$ cat config.mk
export PLATFORM = sky130hd
export DESIGN_NAME = fsc_ctrl
export DESIGN_NICKNAME = d
export VERILOG_FILES = /design/src/rtl/fsc_ctrl.v /design/src/rtl/fsc_conv.v /design/src/rtl/fsc_tick.v
export VERILOG_INCLUDE_DIRS = /design/src /design/src/rtl
export SDC_FILE = /design/constraint.sdc
export NUM_CORES = 2
export LEC_CHECK = 0
export BUFFER_PORTS_ARGS = -buffer_cell sky130_fd_sc_hd__buf_2
export CAP_MARGIN = 20
export CELL_PAD_IN_SITES_DETAIL_PLACEMENT = 1
export CELL_PAD_IN_SITES_GLOBAL_PLACEMENT = 1
export CORE_MARGIN = 3
export CORE_UTILIZATION = 49
export CTS_CLUSTER_DIAMETER = 60
export DETAILED_ROUTE_END_ITERATION = 12
export PLACE_DENSITY = 0.83
export REMOVE_ABC_BUFFERS = 1
export SLEW_MARGIN = 30
export SYNTH_ARGS = -nofsm -noshare
export SYNTH_HDL_FRONTEND = slang
export SYNTH_SLANG_ARGS = --single-unit
$ cat constraint.sdc
create_clock -name clock -period 89.8 [get_ports clock]
set_input_delay 17.96 -clock clock [delete_from_list [all_inputs] [get_ports clock]]
set_output_delay 17.96 -clock clock [all_outputs]
set_load 0.05 [all_outputs]
$ cat src/rtl/fsc_defines.vh
// Shared constants for the frequency entry and sweep controller.
// Assumes a 125 MHz system clock; included by bare name from each design file.
`ifndef FSC_DEFINES_VH
`define FSC_DEFINES_VH
// Timing.
`define FSC_CLK_NS 8
`define FSC_STEP_MS 1
`define FSC_MS_CYC (`FSC_STEP_MS * 1000000 / `FSC_CLK_NS)
`define FSC_SLOW_MS 6'h32
`define FSC_FLASH_MS 8'hc8
`define FSC_SHOW_MS 10'h3e8
`define FSC_FAST_N 10'h064
`define FSC_MED_N 10'h3e8
// Register offsets and control fields.
`define FSC_A_CTRL 3'h0
`define FSC_A_LIMLO 3'h1
`define FSC_A_LIMHI 3'h2
`define FSC_A_CF 3'h3
`define FSC_A_FREQ 3'h4
`define FSC_A_STAT 3'h5
`define FSC_A_WIDTH 3'h6
`define FSC_A_STEP 3'h7
`define FSC_CTRL_MODE_LSB 0
`define FSC_CTRL_RATE_LSB 2
// Reset values and frequency figures in hertz.
`define FSC_CF_RST 32'h000f4240
`define FSC_WIDTH_RST 32'h001e8480
`define FSC_STEP_RST 32'h004c4b40
`define FSC_LIMLO_RST 32'h00002710
`define FSC_LIMHI_RST 32'h068e777f
`define FSC_HIRES_HZ 32'h4d7c6d00
`define FSC_FINE_HZ 32'h00000001
`define FSC_MEDIUM_HZ 32'h000003e8
`define FSC_COARSE_HZ 32'h000f4240
// Sweep modes, rates and tuning settings.
`define FSC_MODE_OFF 2'h0
`define FSC_MODE_AUTO 2'h1
`define FSC_MODE_SINGLE 2'h2
`define FSC_MODE_MANUAL 2'h3
`define FSC_RATE_FAST 2'h0
`define FSC_RATE_SLOW 2'h2
`define FSC_TUNE_OFF 3'h0
`define FSC_TUNE_FINE 3'h1
`define FSC_TUNE_MEDIUM 3'h2
`define FSC_TUNE_COARSE 3'h3
`define FSC_TUNE_STEP 3'h4
// Key codes; digits are codes 0 to 9.
`define FSC_KEY_9 5'h09
`define FSC_KEY_POINT 5'h0a
`define FSC_KEY_GHZ 5'h0b
`define FSC_KEY_HZ 5'h0e
`define FSC_KEY_CF 5'h0f
`define FSC_KEY_UP 5'h10
`define FSC_KEY_DOWN 5'h11
`define FSC_KEY_WIDTH 5'h12
`define FSC_KEY_SHIFT 5'h13
`define FSC_KEY_CLEAR 5'h14
`define FSC_KEY_SINGLE 5'h15
`define FSC_KEY_TUNE 5'h16
`define FSC_KEY_RESET 5'h17
// Units exponents and readout sources.
`define FSC_EXP_GHZ 4'h9
`define FSC_EXP_MHZ 4'h6
`define FSC_EXP_KHZ 4'h3
`define FSC_EXP_HZ 4'h0
`define FSC_MAX_DIG 4'hc
`define FSC_SRC_CF 2'h0
`define FSC_SRC_ENTRY 2'h1
`define FSC_SRC_SHOW 2'h2
`endif

$ cat src/rtl/fsc_ctrl.v
// Frequency entry, limit checking and sweep sequencing for a synthesizer.
// Assumes one-cycle key and knob pulses synchronous to clock, and a
// synthesizer that takes freq_word whenever freq_load pulses.
`timescale 1ns/100ps
`default_nettype none
`include "fsc_defines.vh"
module fsc_ctrl #(
  parameter MS_CYC = `FSC_MS_CYC
) (
  // Clock, reset and clock enable.
  input  wire        clock,
  input  wire        rstn,
  input  wire        ce,
  // Keyboard, tuning knob and standby switch.
  input  wire        key_valid,
  input  wire [4:0]  key_code,
  input  wire        knob_step,
  input  wire        knob_ccw,
  input  wire        standby,
  // Register port.
  input  wire [2:0]  reg_addr,
  input  wire [31:0] reg_wdata,
  input  wire        reg_wr,
  input  wire        reg_rd,
  output wire [31:0] reg_rdata,
  // Synthesizer frequency word.
  output wire [31:0] freq_word,
  output wire        freq_load,
  // Readout and lamps.
  output wire [31:0] readout_hz,
  output wire [1:0]  readout_src,
  output wire [47:0] entry_bcd,
  output wire [3:0]  entry_nfrac,
  output wire [3:0]  unit_flash,
  output wire        range_lamp,
  output wire        sweep_lamp,
  output wire [2:0]  tune_sel
);
  localparam ST_IDLE = 1'b0;
  localparam ST_CONV = 1'b1;
  localparam SW_IDLE = 1'b0;
  localparam SW_RUN  = 1'b1;

  // Stored settings.
  reg [31:0] cf_r;
  reg [31:0] width_r;
  reg [31:0] step_r;
  reg [31:0] lim_lo_r;
  reg [31:0] lim_hi_r;
  reg [1:0]  mode_r;
  reg [1:0]  rate_r;
  reg [2:0]  tune_r;
  // Keyboard entry state.
  reg        st_r;
  reg        shift_r;
  reg        ent_r;
  reg        val_ok_r;
  reg        point_r;
  reg        conv_go_r;
  reg [47:0] bcd_r;
  reg [3:0]  ndig_r;
  reg [3:0]  nfrac_r;
  reg [1:0]  units_r;
  // Readout and lamp timers.
  reg [9:0]  show_r;
  reg        show_wid_r;
  reg [7:0]  flash_r;
  reg [31:0] readout_r;
  reg [1:0]  rsrc_r;
  // Sweep state.
  reg        sw_st_r;
  reg [9:0]  k_r;
  reg [31:0] off_r;
  reg [9:0]  rem_r;
  reg [31:0] pos_r;
  // Outputs from flip-flops.
  reg [31:0] freq_r;
  reg        load_r;
  reg [31:0] rdata_r;
  // Combinational center candidate.
  reg [32:0] cand;
  reg        cand_en;
  reg [31:0] knob_inc;
  reg [3:0]  expo;
  reg [31:0] freq_nxt;
  reg [31:0] rd_mux;

  wire        tick_ms;
  wire        tick_slow;
  wire        conv_busy;
  wire        conv_done;
  wire [39:0] conv_val;

  // Key decode.
  wire key_ok   = ce & key_valid & (st_r == ST_IDLE);
  wire plain    = key_ok & ~shift_r;
  wire shifted  = key_ok & shift_r;
  wire is_digit = key_code <= `FSC_KEY_9;
  wire is_unit  = (key_code >= `FSC_KEY_GHZ) && (key_code <= `FSC_KEY_HZ);
  wire [4:0] uoff = key_code - `FSC_KEY_GHZ;
  wire is_step  = (key_code == `FSC_KEY_UP) || (key_code == `FSC_KEY_DOWN);
  wire do_init  = ce & (standby | (plain & (key_code == `FSC_KEY_RESET)));
  wire [32:0] conv33 = (|conv_val[39:32]) ? {1'b1, 32'h0} : {1'b0, conv_val[31:0]};
  wire over = cand > {1'b0, lim_hi_r};
  // Centers at or above the high-resolution boundary keep even hertz only.
  wire [31:0] cand_res = (cand[31:0] >= `FSC_HIRES_HZ) ?
                         {cand[31:1], 1'b0} : cand[31:0];

  // Sweep step size and remainder for the selected number of steps.
  wire        fast   = rate_r == `FSC_RATE_FAST;
  wire [9:0]  nsteps = fast ? `FSC_FAST_N : `FSC_MED_N;
  wire [31:0] q_n    = fast ? width_r / 100 : width_r / 1000;
  wire [31:0] r_n    = fast ? width_r % 100 : width_r % 1000;
  wire [31:0] q_man  = width_r / 1000;
  // One bit wider than the remainder so two near-full remainders cannot wrap.
  wire [10:0] rem_sum  = {1'b0, rem_r} + {1'b0, r_n[9:0]};
  wire [10:0] rem_wrap = rem_sum - {1'b0, nsteps};
  wire        step_tick = (rate_r == `FSC_RATE_SLOW) ? tick_slow : tick_ms;
  // Lower sweep edge, clamped at zero hertz.
  wire [32:0] lo33 = {1'b0, cf_r} - {2'h0, width_r[31:1]};
  wire [31:0] lo   = lo33[32] ? 32'h0 : lo33[31:0];
  wire sweeping = sw_st_r == SW_RUN;

  fsc_tick #(
    .MS_CYC (MS_CYC)
  ) u_tick (
    .clock     (clock),
    .rstn      (rstn),
    .ce        (ce),
    .tick_ms   (tick_ms),
    .tick_slow (tick_slow)
  );

  fsc_conv u_conv (
    .clock  (clock),
    .rstn   (rstn),
    .ce     (ce),
    .start  (conv_go_r),
    .digits (bcd_r),
    .nfrac  (nfrac_r),
    .expo   (expo),
    .busy   (conv_busy),
    .done   (conv_done),
    .value  (conv_val)
  );

  // Exponent and knob increment from the latched unit and tuning setting.
  always @* begin
    case (units_r)
      2'h0:    expo = `FSC_EXP_GHZ;
      2'h1:    expo = `FSC_EXP_MHZ;
      2'h2:    expo = `FSC_EXP_KHZ;
      default: expo = `FSC_EXP_HZ;
    endcase
    case (tune_r)
      `FSC_TUNE_FINE:   knob_inc = `FSC_FINE_HZ;
      `FSC_TUNE_MEDIUM: knob_inc = `FSC_MEDIUM_HZ;
      `FSC_TUNE_COARSE: knob_inc = `FSC_COARSE_HZ;
      default:          knob_inc = step_r;
    endcase
  end

  // Picks the new center proposed by an entry, a step key or the knob.
  always @* begin
    cand    = {1'b0, cf_r};
    cand_en = 1'b0;
    if (plain && key_code == `FSC_KEY_CF && val_ok_r) begin
      cand    = conv33;
      cand_en = 1'b1;
    end else if (plain && is_step && !ent_r) begin
      cand_en = 1'b1;
      if (key_code == `FSC_KEY_UP)
        cand = {1'b0, cf_r} + {1'b0, step_r};
      else
        cand = {1'b0, cf_r} - {1'b0, step_r};
    end else if (ce && knob_step && !key_ok && mode_r != `FSC_MODE_MANUAL &&
                 tune_r != `FSC_TUNE_OFF) begin
      cand_en = 1'b1;
      if (knob_ccw)
        cand = {1'b0, cf_r} - {1'b0, knob_inc};
      else
        cand = {1'b0, cf_r} + {1'b0, knob_inc};
    end
  end

  // Keyboard entry, center, width and step registers, and lamp timers.
  always @(posedge clock or negedge rstn) begin
    if (!rstn) begin
      cf_r       <= `FSC_CF_RST;
      width_r    <= `FSC_WIDTH_RST;
      step_r     <= `FSC_STEP_RST;
      tune_r     <= `FSC_TUNE_OFF;
      st_r       <= ST_IDLE;
      shift_r    <= 1'b0;
      ent_r      <= 1'b0;
      val_ok_r   <= 1'b0;
      point_r    <= 1'b0;
      conv_go_r  <= 1'b0;
      bcd_r      <= 48'h0;
      ndig_r     <= 4'h0;
      nfrac_r    <= 4'h0;
      units_r    <= 2'h0;
      show_r     <= 10'h0;
      show_wid_r <= 1'b0;
      flash_r    <= 8'h0;
    end else if (ce) begin
      conv_go_r <= 1'b0;
      if (tick_ms && show_r != 10'h0)
        show_r <= show_r - 10'h1;
      if (tick_ms && flash_r != 8'h0)
        flash_r <= flash_r - 8'h1;
      // Over the upper limit the old center stays and the lamp flashes once.
      if (cand_en && over)
        flash_r <= `FSC_FLASH_MS;
      else if (cand_en)
        cf_r <= cand_res;
      case (st_r)
        ST_IDLE: begin
          if (shifted) begin
            shift_r <= 1'b0;
            if (is_step || key_code == `FSC_KEY_WIDTH) begin
              show_r     <= `FSC_SHOW_MS;
              show_wid_r <= key_code == `FSC_KEY_WIDTH;
            end else if (key_code == `FSC_KEY_CLEAR) begin
              ent_r    <= 1'b0;
              val_ok_r <= 1'b0;
            end
          end else if (plain && is_digit) begin
            show_r <= 10'h0;
            ent_r  <= 1'b1;
            if (val_ok_r || !ent_r) begin
              bcd_r    <= {44'h0, key_code[3:0]};
              ndig_r   <= 4'h1;
              nfrac_r  <= 4'h0;
              point_r  <= 1'b0;
              val_ok_r <= 1'b0;
            end else if (ndig_r < `FSC_MAX_DIG) begin
              bcd_r   <= {bcd_r[43:0], key_code[3:0]};
              ndig_r  <= ndig_r + 4'h1;
              nfrac_r <= nfrac_r + {3'h0, point_r};
            end
          end else if (plain && key_code == `FSC_KEY_POINT) begin
            ent_r   <= 1'b1;
            point_r <= 1'b1;
            if (val_ok_r || !ent_r) begin
              bcd_r    <= 48'h0;
              ndig_r   <= 4'h0;
              nfrac_r  <= 4'h0;
              val_ok_r <= 1'b0;
            end
          end else if (plain && is_unit && ent_r) begin
            units_r   <= uoff[1:0];
            val_ok_r  <= 1'b0;
            conv_go_r <= 1'b1;
            st_r      <= ST_CONV;
          end else if (plain && key_code == `FSC_KEY_SHIFT) begin
            shift_r <= 1'b1;
          end else if (plain && key_code == `FSC_KEY_TUNE) begin
            if (tune_r == `FSC_TUNE_STEP)
              tune_r <= `FSC_TUNE_OFF;
            else
              tune_r <= tune_r + 3'h1;
          end else if (plain && key_code == `FSC_KEY_CLEAR) begin
            ent_r    <= 1'b0;
            val_ok_r <= 1'b0;
            show_r   <= 10'h0;
          end else if (plain && (key_code == `FSC_KEY_CF || is_step ||
                                 key_code == `FSC_KEY_WIDTH)) begin
            if (val_ok_r && is_step)
              step_r <= conv_val[31:0];
            if (val_ok_r && key_code == `FSC_KEY_WIDTH)
              width_r <= conv_val[31:0];
            ent_r    <= 1'b0;
            val_ok_r <= 1'b0;
          end
        end
        ST_CONV: begin
          if (conv_done && !conv_busy) begin
            val_ok_r <= 1'b1;
            st_r     <= ST_IDLE;
          end
        end
        default: st_r <= ST_IDLE;
      endcase
      // Reset key and standby restore the power-up center, width, step and tuning; the sweep rate and the limits keep their values.
      if (do_init) begin
        cf_r     <= `FSC_CF_RST;
        width_r  <= `FSC_WIDTH_RST;
        step_r   <= `FSC_STEP_RST;
        tune_r   <= `FSC_TUNE_OFF;
        ent_r    <= 1'b0;
        val_ok_r <= 1'b0;
        shift_r  <= 1'b0;
        show_r   <= 10'h0;
        st_r     <= ST_IDLE;
      end
    end
  end

  // Register writes: sweep mode, rate and the plug-in limits.
  always @(posedge clock or negedge rstn) begin
    if (!rstn) begin
      mode_r   <= `FSC_MODE_OFF;
      rate_r   <= `FSC_RATE_FAST;
      lim_lo_r <= `FSC_LIMLO_RST;
      lim_hi_r <= `FSC_LIMHI_RST;
    end else if (ce) begin
      if (reg_wr && reg_addr == `FSC_A_CTRL) begin
        mode_r <= reg_wdata[`FSC_CTRL_MODE_LSB+1:`FSC_CTRL_MODE_LSB];
        rate_r <= reg_wdata[`FSC_CTRL_RATE_LSB+1:`FSC_CTRL_RATE_LSB];
      end
      if (reg_wr && reg_addr == `FSC_A_LIMLO)
        lim_lo_r <= reg_wdata;
      if (reg_wr && reg_addr == `FSC_A_LIMHI)
        lim_hi_r <= reg_wdata;
      if (do_init)
        mode_r <= `FSC_MODE_OFF;
    end
  end

  // Sweep sequencer and manual sweep position.
  always @(posedge clock or negedge rstn) begin
    if (!rstn) begin
      sw_st_r <= SW_IDLE;
      k_r     <= 10'h0;
      off_r   <= 32'h0;
      rem_r   <= 10'h0;
      pos_r   <= 32'h0;
    end else if (ce) begin
      case (sw_st_r)
        SW_IDLE: begin
          k_r   <= 10'h0;
          off_r <= 32'h0;
          rem_r <= 10'h0;
          if (mode_r == `FSC_MODE_AUTO)
            sw_st_r <= SW_RUN;
          else if (mode_r == `FSC_MODE_SINGLE && plain &&
                   key_code == `FSC_KEY_SINGLE)
            sw_st_r <= SW_RUN;
        end
        SW_RUN: begin
          if (mode_r != `FSC_MODE_AUTO && mode_r != `FSC_MODE_SINGLE) begin
            sw_st_r <= SW_IDLE;
          end else if (step_tick && k_r == nsteps - 10'h1) begin
            k_r   <= 10'h0;
            off_r <= 32'h0;
            rem_r <= 10'h0;
            if (mode_r == `FSC_MODE_SINGLE)
              sw_st_r <= SW_IDLE;
          end else if (step_tick) begin
            // Carries the remainder so step k lands on k times the width over the step count, without drift.
            k_r <= k_r + 10'h1;
            if (rem_sum >= {1'b0, nsteps}) begin
              off_r <= off_r + q_n + 32'h1;
              rem_r <= rem_wrap[9:0];
            end else begin
              off_r <= off_r + q_n;
              rem_r <= rem_sum[9:0];
            end
          end
        end
        default: sw_st_r <= SW_IDLE;
      endcase
      // Outside manual mode the knob position rests at the center.
      if (mode_r != `FSC_MODE_MANUAL || do_init)
        pos_r <= {1'b0, width_r[31:1]};
      else if (knob_step && !knob_ccw)
        pos_r <= (pos_r + q_man > width_r) ? width_r : pos_r + q_man;
      else if (knob_step)
        pos_r <= (pos_r < q_man) ? 32'h0 : pos_r - q_man;
    end
  end

  // Instantaneous output frequency for the synthesizer.
  always @* begin
    if (sweeping)
      freq_nxt = lo + off_r;
    else if (mode_r == `FSC_MODE_MANUAL)
      freq_nxt = lo + pos_r;
    else
      freq_nxt = cf_r;
  end

  // Register read multiplexer.
  always @* begin
    case (reg_addr)
      `FSC_A_CTRL:  rd_mux = {28'h0, rate_r, mode_r};
      `FSC_A_LIMLO: rd_mux = lim_lo_r;
      `FSC_A_LIMHI: rd_mux = lim_hi_r;
      `FSC_A_CF:    rd_mux = cf_r;
      `FSC_A_FREQ:  rd_mux = freq_r;
      `FSC_A_STAT:  rd_mux = {25'h0, tune_r, val_ok_r, ent_r, range_lamp, sweeping};
      `FSC_A_WIDTH: rd_mux = width_r;
      default:      rd_mux = step_r;
    endcase
  end

  // Frequency word, readout and read data registers.
  always @(posedge clock or negedge rstn) begin
    if (!rstn) begin
      freq_r    <= `FSC_CF_RST;
      load_r    <= 1'b0;
      readout_r <= `FSC_CF_RST;
      rsrc_r    <= `FSC_SRC_CF;
      rdata_r   <= 32'h0;
    end else if (ce) begin
      freq_r  <= freq_nxt;
      load_r  <= freq_nxt != freq_r;
      rdata_r <= reg_rd ? rd_mux : 32'h0;
      if (show_r != 10'h0) begin
        readout_r <= show_wid_r ? width_r : step_r;
        rsrc_r    <= `FSC_SRC_SHOW;
      end else if (ent_r) begin
        readout_r <= val_ok_r ? conv_val[31:0] : 32'h0;
        rsrc_r    <= `FSC_SRC_ENTRY;
      end else begin
        readout_r <= cf_r;
        rsrc_r    <= `FSC_SRC_CF;
      end
    end
  end

  // Units lamp flashes only once a units key has scaled the entry.
  assign unit_flash  = (ent_r && val_ok_r) ? (4'h1 << units_r) : 4'h0;
  // Range lamp: steady below the lower limit, a single flash on refusal.
  assign range_lamp  = (freq_r < lim_lo_r) || (flash_r != 8'h0);
  assign sweep_lamp  = mode_r != `FSC_MODE_OFF;
  assign tune_sel    = tune_r;
  assign freq_word   = freq_r;
  assign freq_load   = load_r;
  assign readout_hz  = readout_r;
  assign readout_src = rsrc_r;
  assign entry_bcd   = bcd_r;
  assign entry_nfrac = nfrac_r;
  assign reg_rdata   = rdata_r;
endmodule // fsc_ctrl
`default_nettype wire

$ cat src/rtl/fsc_conv.v
// Decimal entry converter: twelve BCD digits to a binary hertz value.
// Assumes the caller holds digits, fraction count and exponent while busy.
`timescale 1ns/100ps
`default_nettype none
`include "fsc_defines.vh"
module fsc_conv (
  // Clock, reset and enable.
  input  wire        clock,
  input  wire        rstn,
  input  wire        ce,
  // Request.
  input  wire        start,
  input  wire [47:0] digits,
  input  wire [3:0]  nfrac,
  input  wire [3:0]  expo,
  // Result.
  output wire        busy,
  output wire        done,
  output wire [39:0] value
);
  reg        busy_r;
  reg        done_r;
  reg        pad_ph_r;
  reg [3:0]  idx_r;
  reg [3:0]  pad_r;
  reg [39:0] acc_r;
  wire [3:0]  digit = digits[idx_r*4 +: 4];
  wire [39:0] acc10 = {acc_r[36:0], 3'h0} + {acc_r[38:0], 1'h0};
  // A digit is kept unless it lies deeper in the fraction than the unit shows.
  wire        keep  = ({1'b0, idx_r} + {1'b0, expo}) >= {1'b0, nfrac};

  // Walks the digits from the left, then pads with zeros up to the unit.
  always @(posedge clock or negedge rstn) begin
    if (!rstn) begin
      busy_r   <= 1'b0;
      done_r   <= 1'b0;
      pad_ph_r <= 1'b0;
      idx_r    <= 4'h0;
      pad_r    <= 4'h0;
      acc_r    <= 40'h0;
    end else if (ce) begin
      done_r <= 1'b0;
      if (start) begin
        busy_r   <= 1'b1;
        pad_ph_r <= 1'b0;
        idx_r    <= `FSC_MAX_DIG - 4'h1;
        acc_r    <= 40'h0;
        pad_r    <= (expo > nfrac) ? (expo - nfrac) : 4'h0;
      end else if (busy_r && !pad_ph_r) begin
        if (keep)
          acc_r <= acc10 + {36'h0, digit};
        if (idx_r == 4'h0)
          pad_ph_r <= 1'b1;
        else
          idx_r <= idx_r - 4'h1;
      end else if (busy_r && pad_r != 4'h0) begin
        acc_r <= acc10;
        pad_r <= pad_r - 4'h1;
      end else if (busy_r) begin
        busy_r <= 1'b0;
        done_r <= 1'b1;
      end
    end
  end

  assign busy  = busy_r;
  assign done  = done_r;
  assign value = acc_r;
endmodule // fsc_conv
`default_nettype wire

$ cat src/rtl/fsc_tick.v
// Millisecond and slow-rate tick generator for sweep and lamp timing.
// Assumes the clock runs at the rate that MS_CYC was derived for.
`timescale 1ns/100ps
`default_nettype none
`include "fsc_defines.vh"
module fsc_tick #(
  parameter MS_CYC = `FSC_MS_CYC
) (
  // Clock, reset and enable.
  input  wire clock,
  input  wire rstn,
  input  wire ce,
  // Ticks, one cycle each.
  output wire tick_ms,
  output wire tick_slow
);
  reg [31:0] cnt_r;
  reg [5:0]  slow_cnt_r;
  reg        ms_r;
  reg        slow_r;

  // Counts clocks to one millisecond, then milliseconds to a slow step.
  always @(posedge clock or negedge rstn) begin
    if (!rstn) begin
      cnt_r      <= 32'h0;
      slow_cnt_r <= 6'h0;
      ms_r       <= 1'b0;
      slow_r     <= 1'b0;
    end else if (ce) begin
      ms_r   <= 1'b0;
      slow_r <= 1'b0;
      if (cnt_r == MS_CYC - 1) begin
        cnt_r <= 32'h0;
        ms_r  <= 1'b1;
        if (slow_cnt_r == `FSC_SLOW_MS - 6'h1) begin
          slow_cnt_r <= 6'h0;
          slow_r     <= 1'b1;
        end else begin
          slow_cnt_r <= slow_cnt_r + 6'h1;
        end
      end else begin
        cnt_r <= cnt_r + 32'h1;
      end
    end
  end

  assign tick_ms   = ms_r & ce;
  assign tick_slow = slow_r & ce;
endmodule // fsc_tick
`default_nettype wire

==> impl_metrics.tcl <==
set metrics [dict create \
    worstReg2RegEnd "off_r[28]" \
    place_congestion 0.9523 \
    synth-warning-count 0 \
    cts-root-buf "clkbuf_16" \
    critPathMaxStageDelay_ns 0.70 \
    die_h_um 384.7 \
    status "finished clean" \
    fp.dieArea_um2 148000 \
    synth_seq_area_share_pct 18.80 \
    wirelength_um 263400 \
    initial_utilization_pct 49.51 \
    synth.area.top_cells "dfrtp_1 17%, ha_1 9.8%, xnor2_1 6.6%, nand2_1 5.7%, a21oi_1 5.3%" \
    ys_top_cells_by_count "1060 x nand2_1, 841 x nor2_1, 744 x a21oi_1, 625 x o21ai_0, 548 x ha_1" \
    timing_worst_setup_path_type "reg2reg" \
    nets 9907 \
    synth_top_family_by_area "compound AO/OA/AOI/OAI gates" \
    relSlewSlack_pct 24.34 \
    cts_htree_levels 2 \
    netlist_area_um2 70270 \
    cts_sinks 525 \
    rows 138 \
    cts_tree "done" \
    startpoint_type "register" \
    grt_max_degree 162 \
    post_drt_wl_per_cell_um 23.43 \
    worst_slew_pin_slew_ns 1.127 \
    finalSetupTns_ns 0 \
    syn_avg_cell_area_um2 7.475 \
    antenna_left 0 \
    yosysUniqueCellTypes 151 \
    async_flop_share_pct 100.0 \
    synth_top_area_share_pct 16.56 \
    hold_violations 0 \
    grt_pass1_vias 75580 \
    fp.dieW_um 384.7 \
    synthXorXnorAreaFrac_pct 9.357 \
    critPathRequiredTime_ns 90.30 \
    grt_antenna_before_repair 8 \
    syn2layout_area_growth_pct 6.381 \
    finalCriticalPeriod_ns 75.73 \
    grt_overflow 0 \
    skew_ns 0.01951 \
    hold_buffers 0 \
    crit_path_max_fanout 31 \
    core_area_um2 141900 \
    drtPass1Iterations 6 \
    clkTransAtPathRegs_ns 0.07 \
    synth_simple_gate_area_share_pct 23.58 \
    multi_input_comb_area_um2 53510 \
    drc_errors 0 \
    ios 209 \
    synthAdderAreaFrac_pct 10.43 \
    synth-seq-cells 525 \
    vias 73830 \
    arrival_ns 76.23 \
    clockBufferDepth 3 \
    ys_dominant_reg_cell "dfrtp_1" \
    seq_area_um2 13220 \
    yosysTopAreaCell "dfrtp_1" \
    synth_compound_area_share_pct 27.61 \
    post_cts_resized 0 \
    synthCells 9401 \
    cts_setup_buffers 0 \
    drtIter0Drc 5576 \
    r2r_slack_ns 14.07 \
    critPathMostFrequentCell "ha_1" \
    slew_violations 0 \
    slowest_stage "mux2i_1" \
    dp_hpwl_um 204000 \
    rsz0062_at_grt "no" \
    hp-class "reg2reg" \
    viasPerCell 6.570 \
    crit_end "off_r[28]" \
    io_buffers 208 \
    r2r_cells 282 \
    min_period_over_period_pct 84.33 \
    reg2reg_from "rate_r[1]" \
    setup_viol 0 \
    fmax_ghz 0.01320 \
    critPathCaptureType "register" \
    grt_pass1_wl_um 416100 \
    yosysMostFrequentCell "nand2_1" \
    fillCellCount 17960 \
    grtUsageTotal_pct 34.21 \
    synth_edf_count 0 \
    synthMuxAreaShare_pct 4.909 \
    numCtsBuffers 53 \
    clk_latency_ns 0.64 \
    max_cap_violations 0 \
    drive_gt1_share_pct 9.507 \
    crit_start "rate_r[1]" \
]
[through the flow]
step | worst slack, ns | area (um2) | utilization, % | hold WS [ns] | instances
final | 14.07 | 74760 | 52.67 | 0.4795 | 11240
after floorplan | 25.80 | 68270 | - | 0.4427 | 8911
after CTS | 15.02 | 74660 | 52.61 | 0.4833 | 11230
after global placement | 19.18 | 72740 | 51.25 | 0.4585 | 11130
after global routing | 7.309 | 74740 | 52.66 | 0.5076 | 11230
after detailed placement | 15.26 | 72790 | 51.28 | 0.4662 | 11130
[placed cells by master (no fill, tap or decap), types with 87 or more instances in the layout]
cell type	instances
xnor2_1	529
xor2_1	205
a21o_1	151
nand2_1	1058
a221oi_1	89
nand4_1	89
or3_1	87
mux2_2	113
mux2i_1	179
nor2_1	834
buf_4	117
inv_1	445
ha_1	547
o21ai_0	623
and2_1	95
o21bai_1	156
buf_2	206
or2_2	89
and3_1	121
dfrtp_1	463
nand2b_1	128
a21oi_1	744
nand3_1	270
nor3_1	205
[worst min-delay path by stage]
stage / from / to / slack [ns] / cells after the start
after floorplan: show_r[8] / show_r[8] / 0.44 / 2
after global placement: show_r[8] / show_r[8] / 0.46 / 2
after detailed placement: reg_rdata[5] / reg_rdata[5] / 0.47 / 1
after CTS: u_tick.cnt_r[31] / u_tick.cnt_r[31] / 0.48 / 1
after global routing: reg_rdata[4] / reg_rdata[4] / 0.51 / 1
final: u_tick.cnt_r[31] / u_tick.cnt_r[31] / 0.48 / 1
[worst max-delay path, delay by kind of cell (launching register included)]
family	cells	cell delay, ns
xor gates and xnor gates	5	0.98
muxes	18	6.59
and+or+nand+nor	106	28.60
buffers and inverters	14	1.99
adders and majority gates	28	9.29
DFF	1	0.54
AOI/OAI and AO/OA	111	27.35
[layer usage]
metal / wire, um / up-vias / global-route usage [%]
li1: - / 34050 / -
met1: 112200 / 36720 / 44.38
met2: 123400 / 2437 / 57.57
met3: 16020 / 629 / 3.837
met4: 11740 / 0 / 14.40
met5: 0 / - / 0
[flip-flops by register name, summed over array words and instances (netlist names), 32 cells and up]
signal / count
cf_r: 32
entry_bcd: 48
freq_word: 32
lim_hi_r: 32
lim_lo_r: 32
off_r: 32
pos_r: 32
readout_hz: 32
reg_rdata: 32
step_r: 32
u_conv.value: 40
u_tick.cnt_r: 32
width_r: 32
[cells by family (layout without fill, tap and decap cells)]
logic type	count (synthesis)	count (layout)
compound gates	2900	2900
xor+xnor	743	743
fa+ha+maj	581	581
buf+inv	954	893
flops	525	525
mux	311	311
other cells	0	8
simple gates	3387	3387
[final cells by class]
| type | instances | area share, % |
|---|---|---|
| multi-input cells | 7922 | 71.58 |
| flip-flops and latches | 525 | 17.68 |
| well taps | 1890 | 3.163 |
| repair buffers | 330 | 2.711 |
| inverters | 464 | 2.337 |
| clock buffers | 78 | 2.101 |
| clock inverters | 21 | 0.4067 |
| diodes | 8 | 0.02678 |
Power is not shown: default switching activity piles up to over one toggle a cycle in this logic, so the estimate is an artifact.
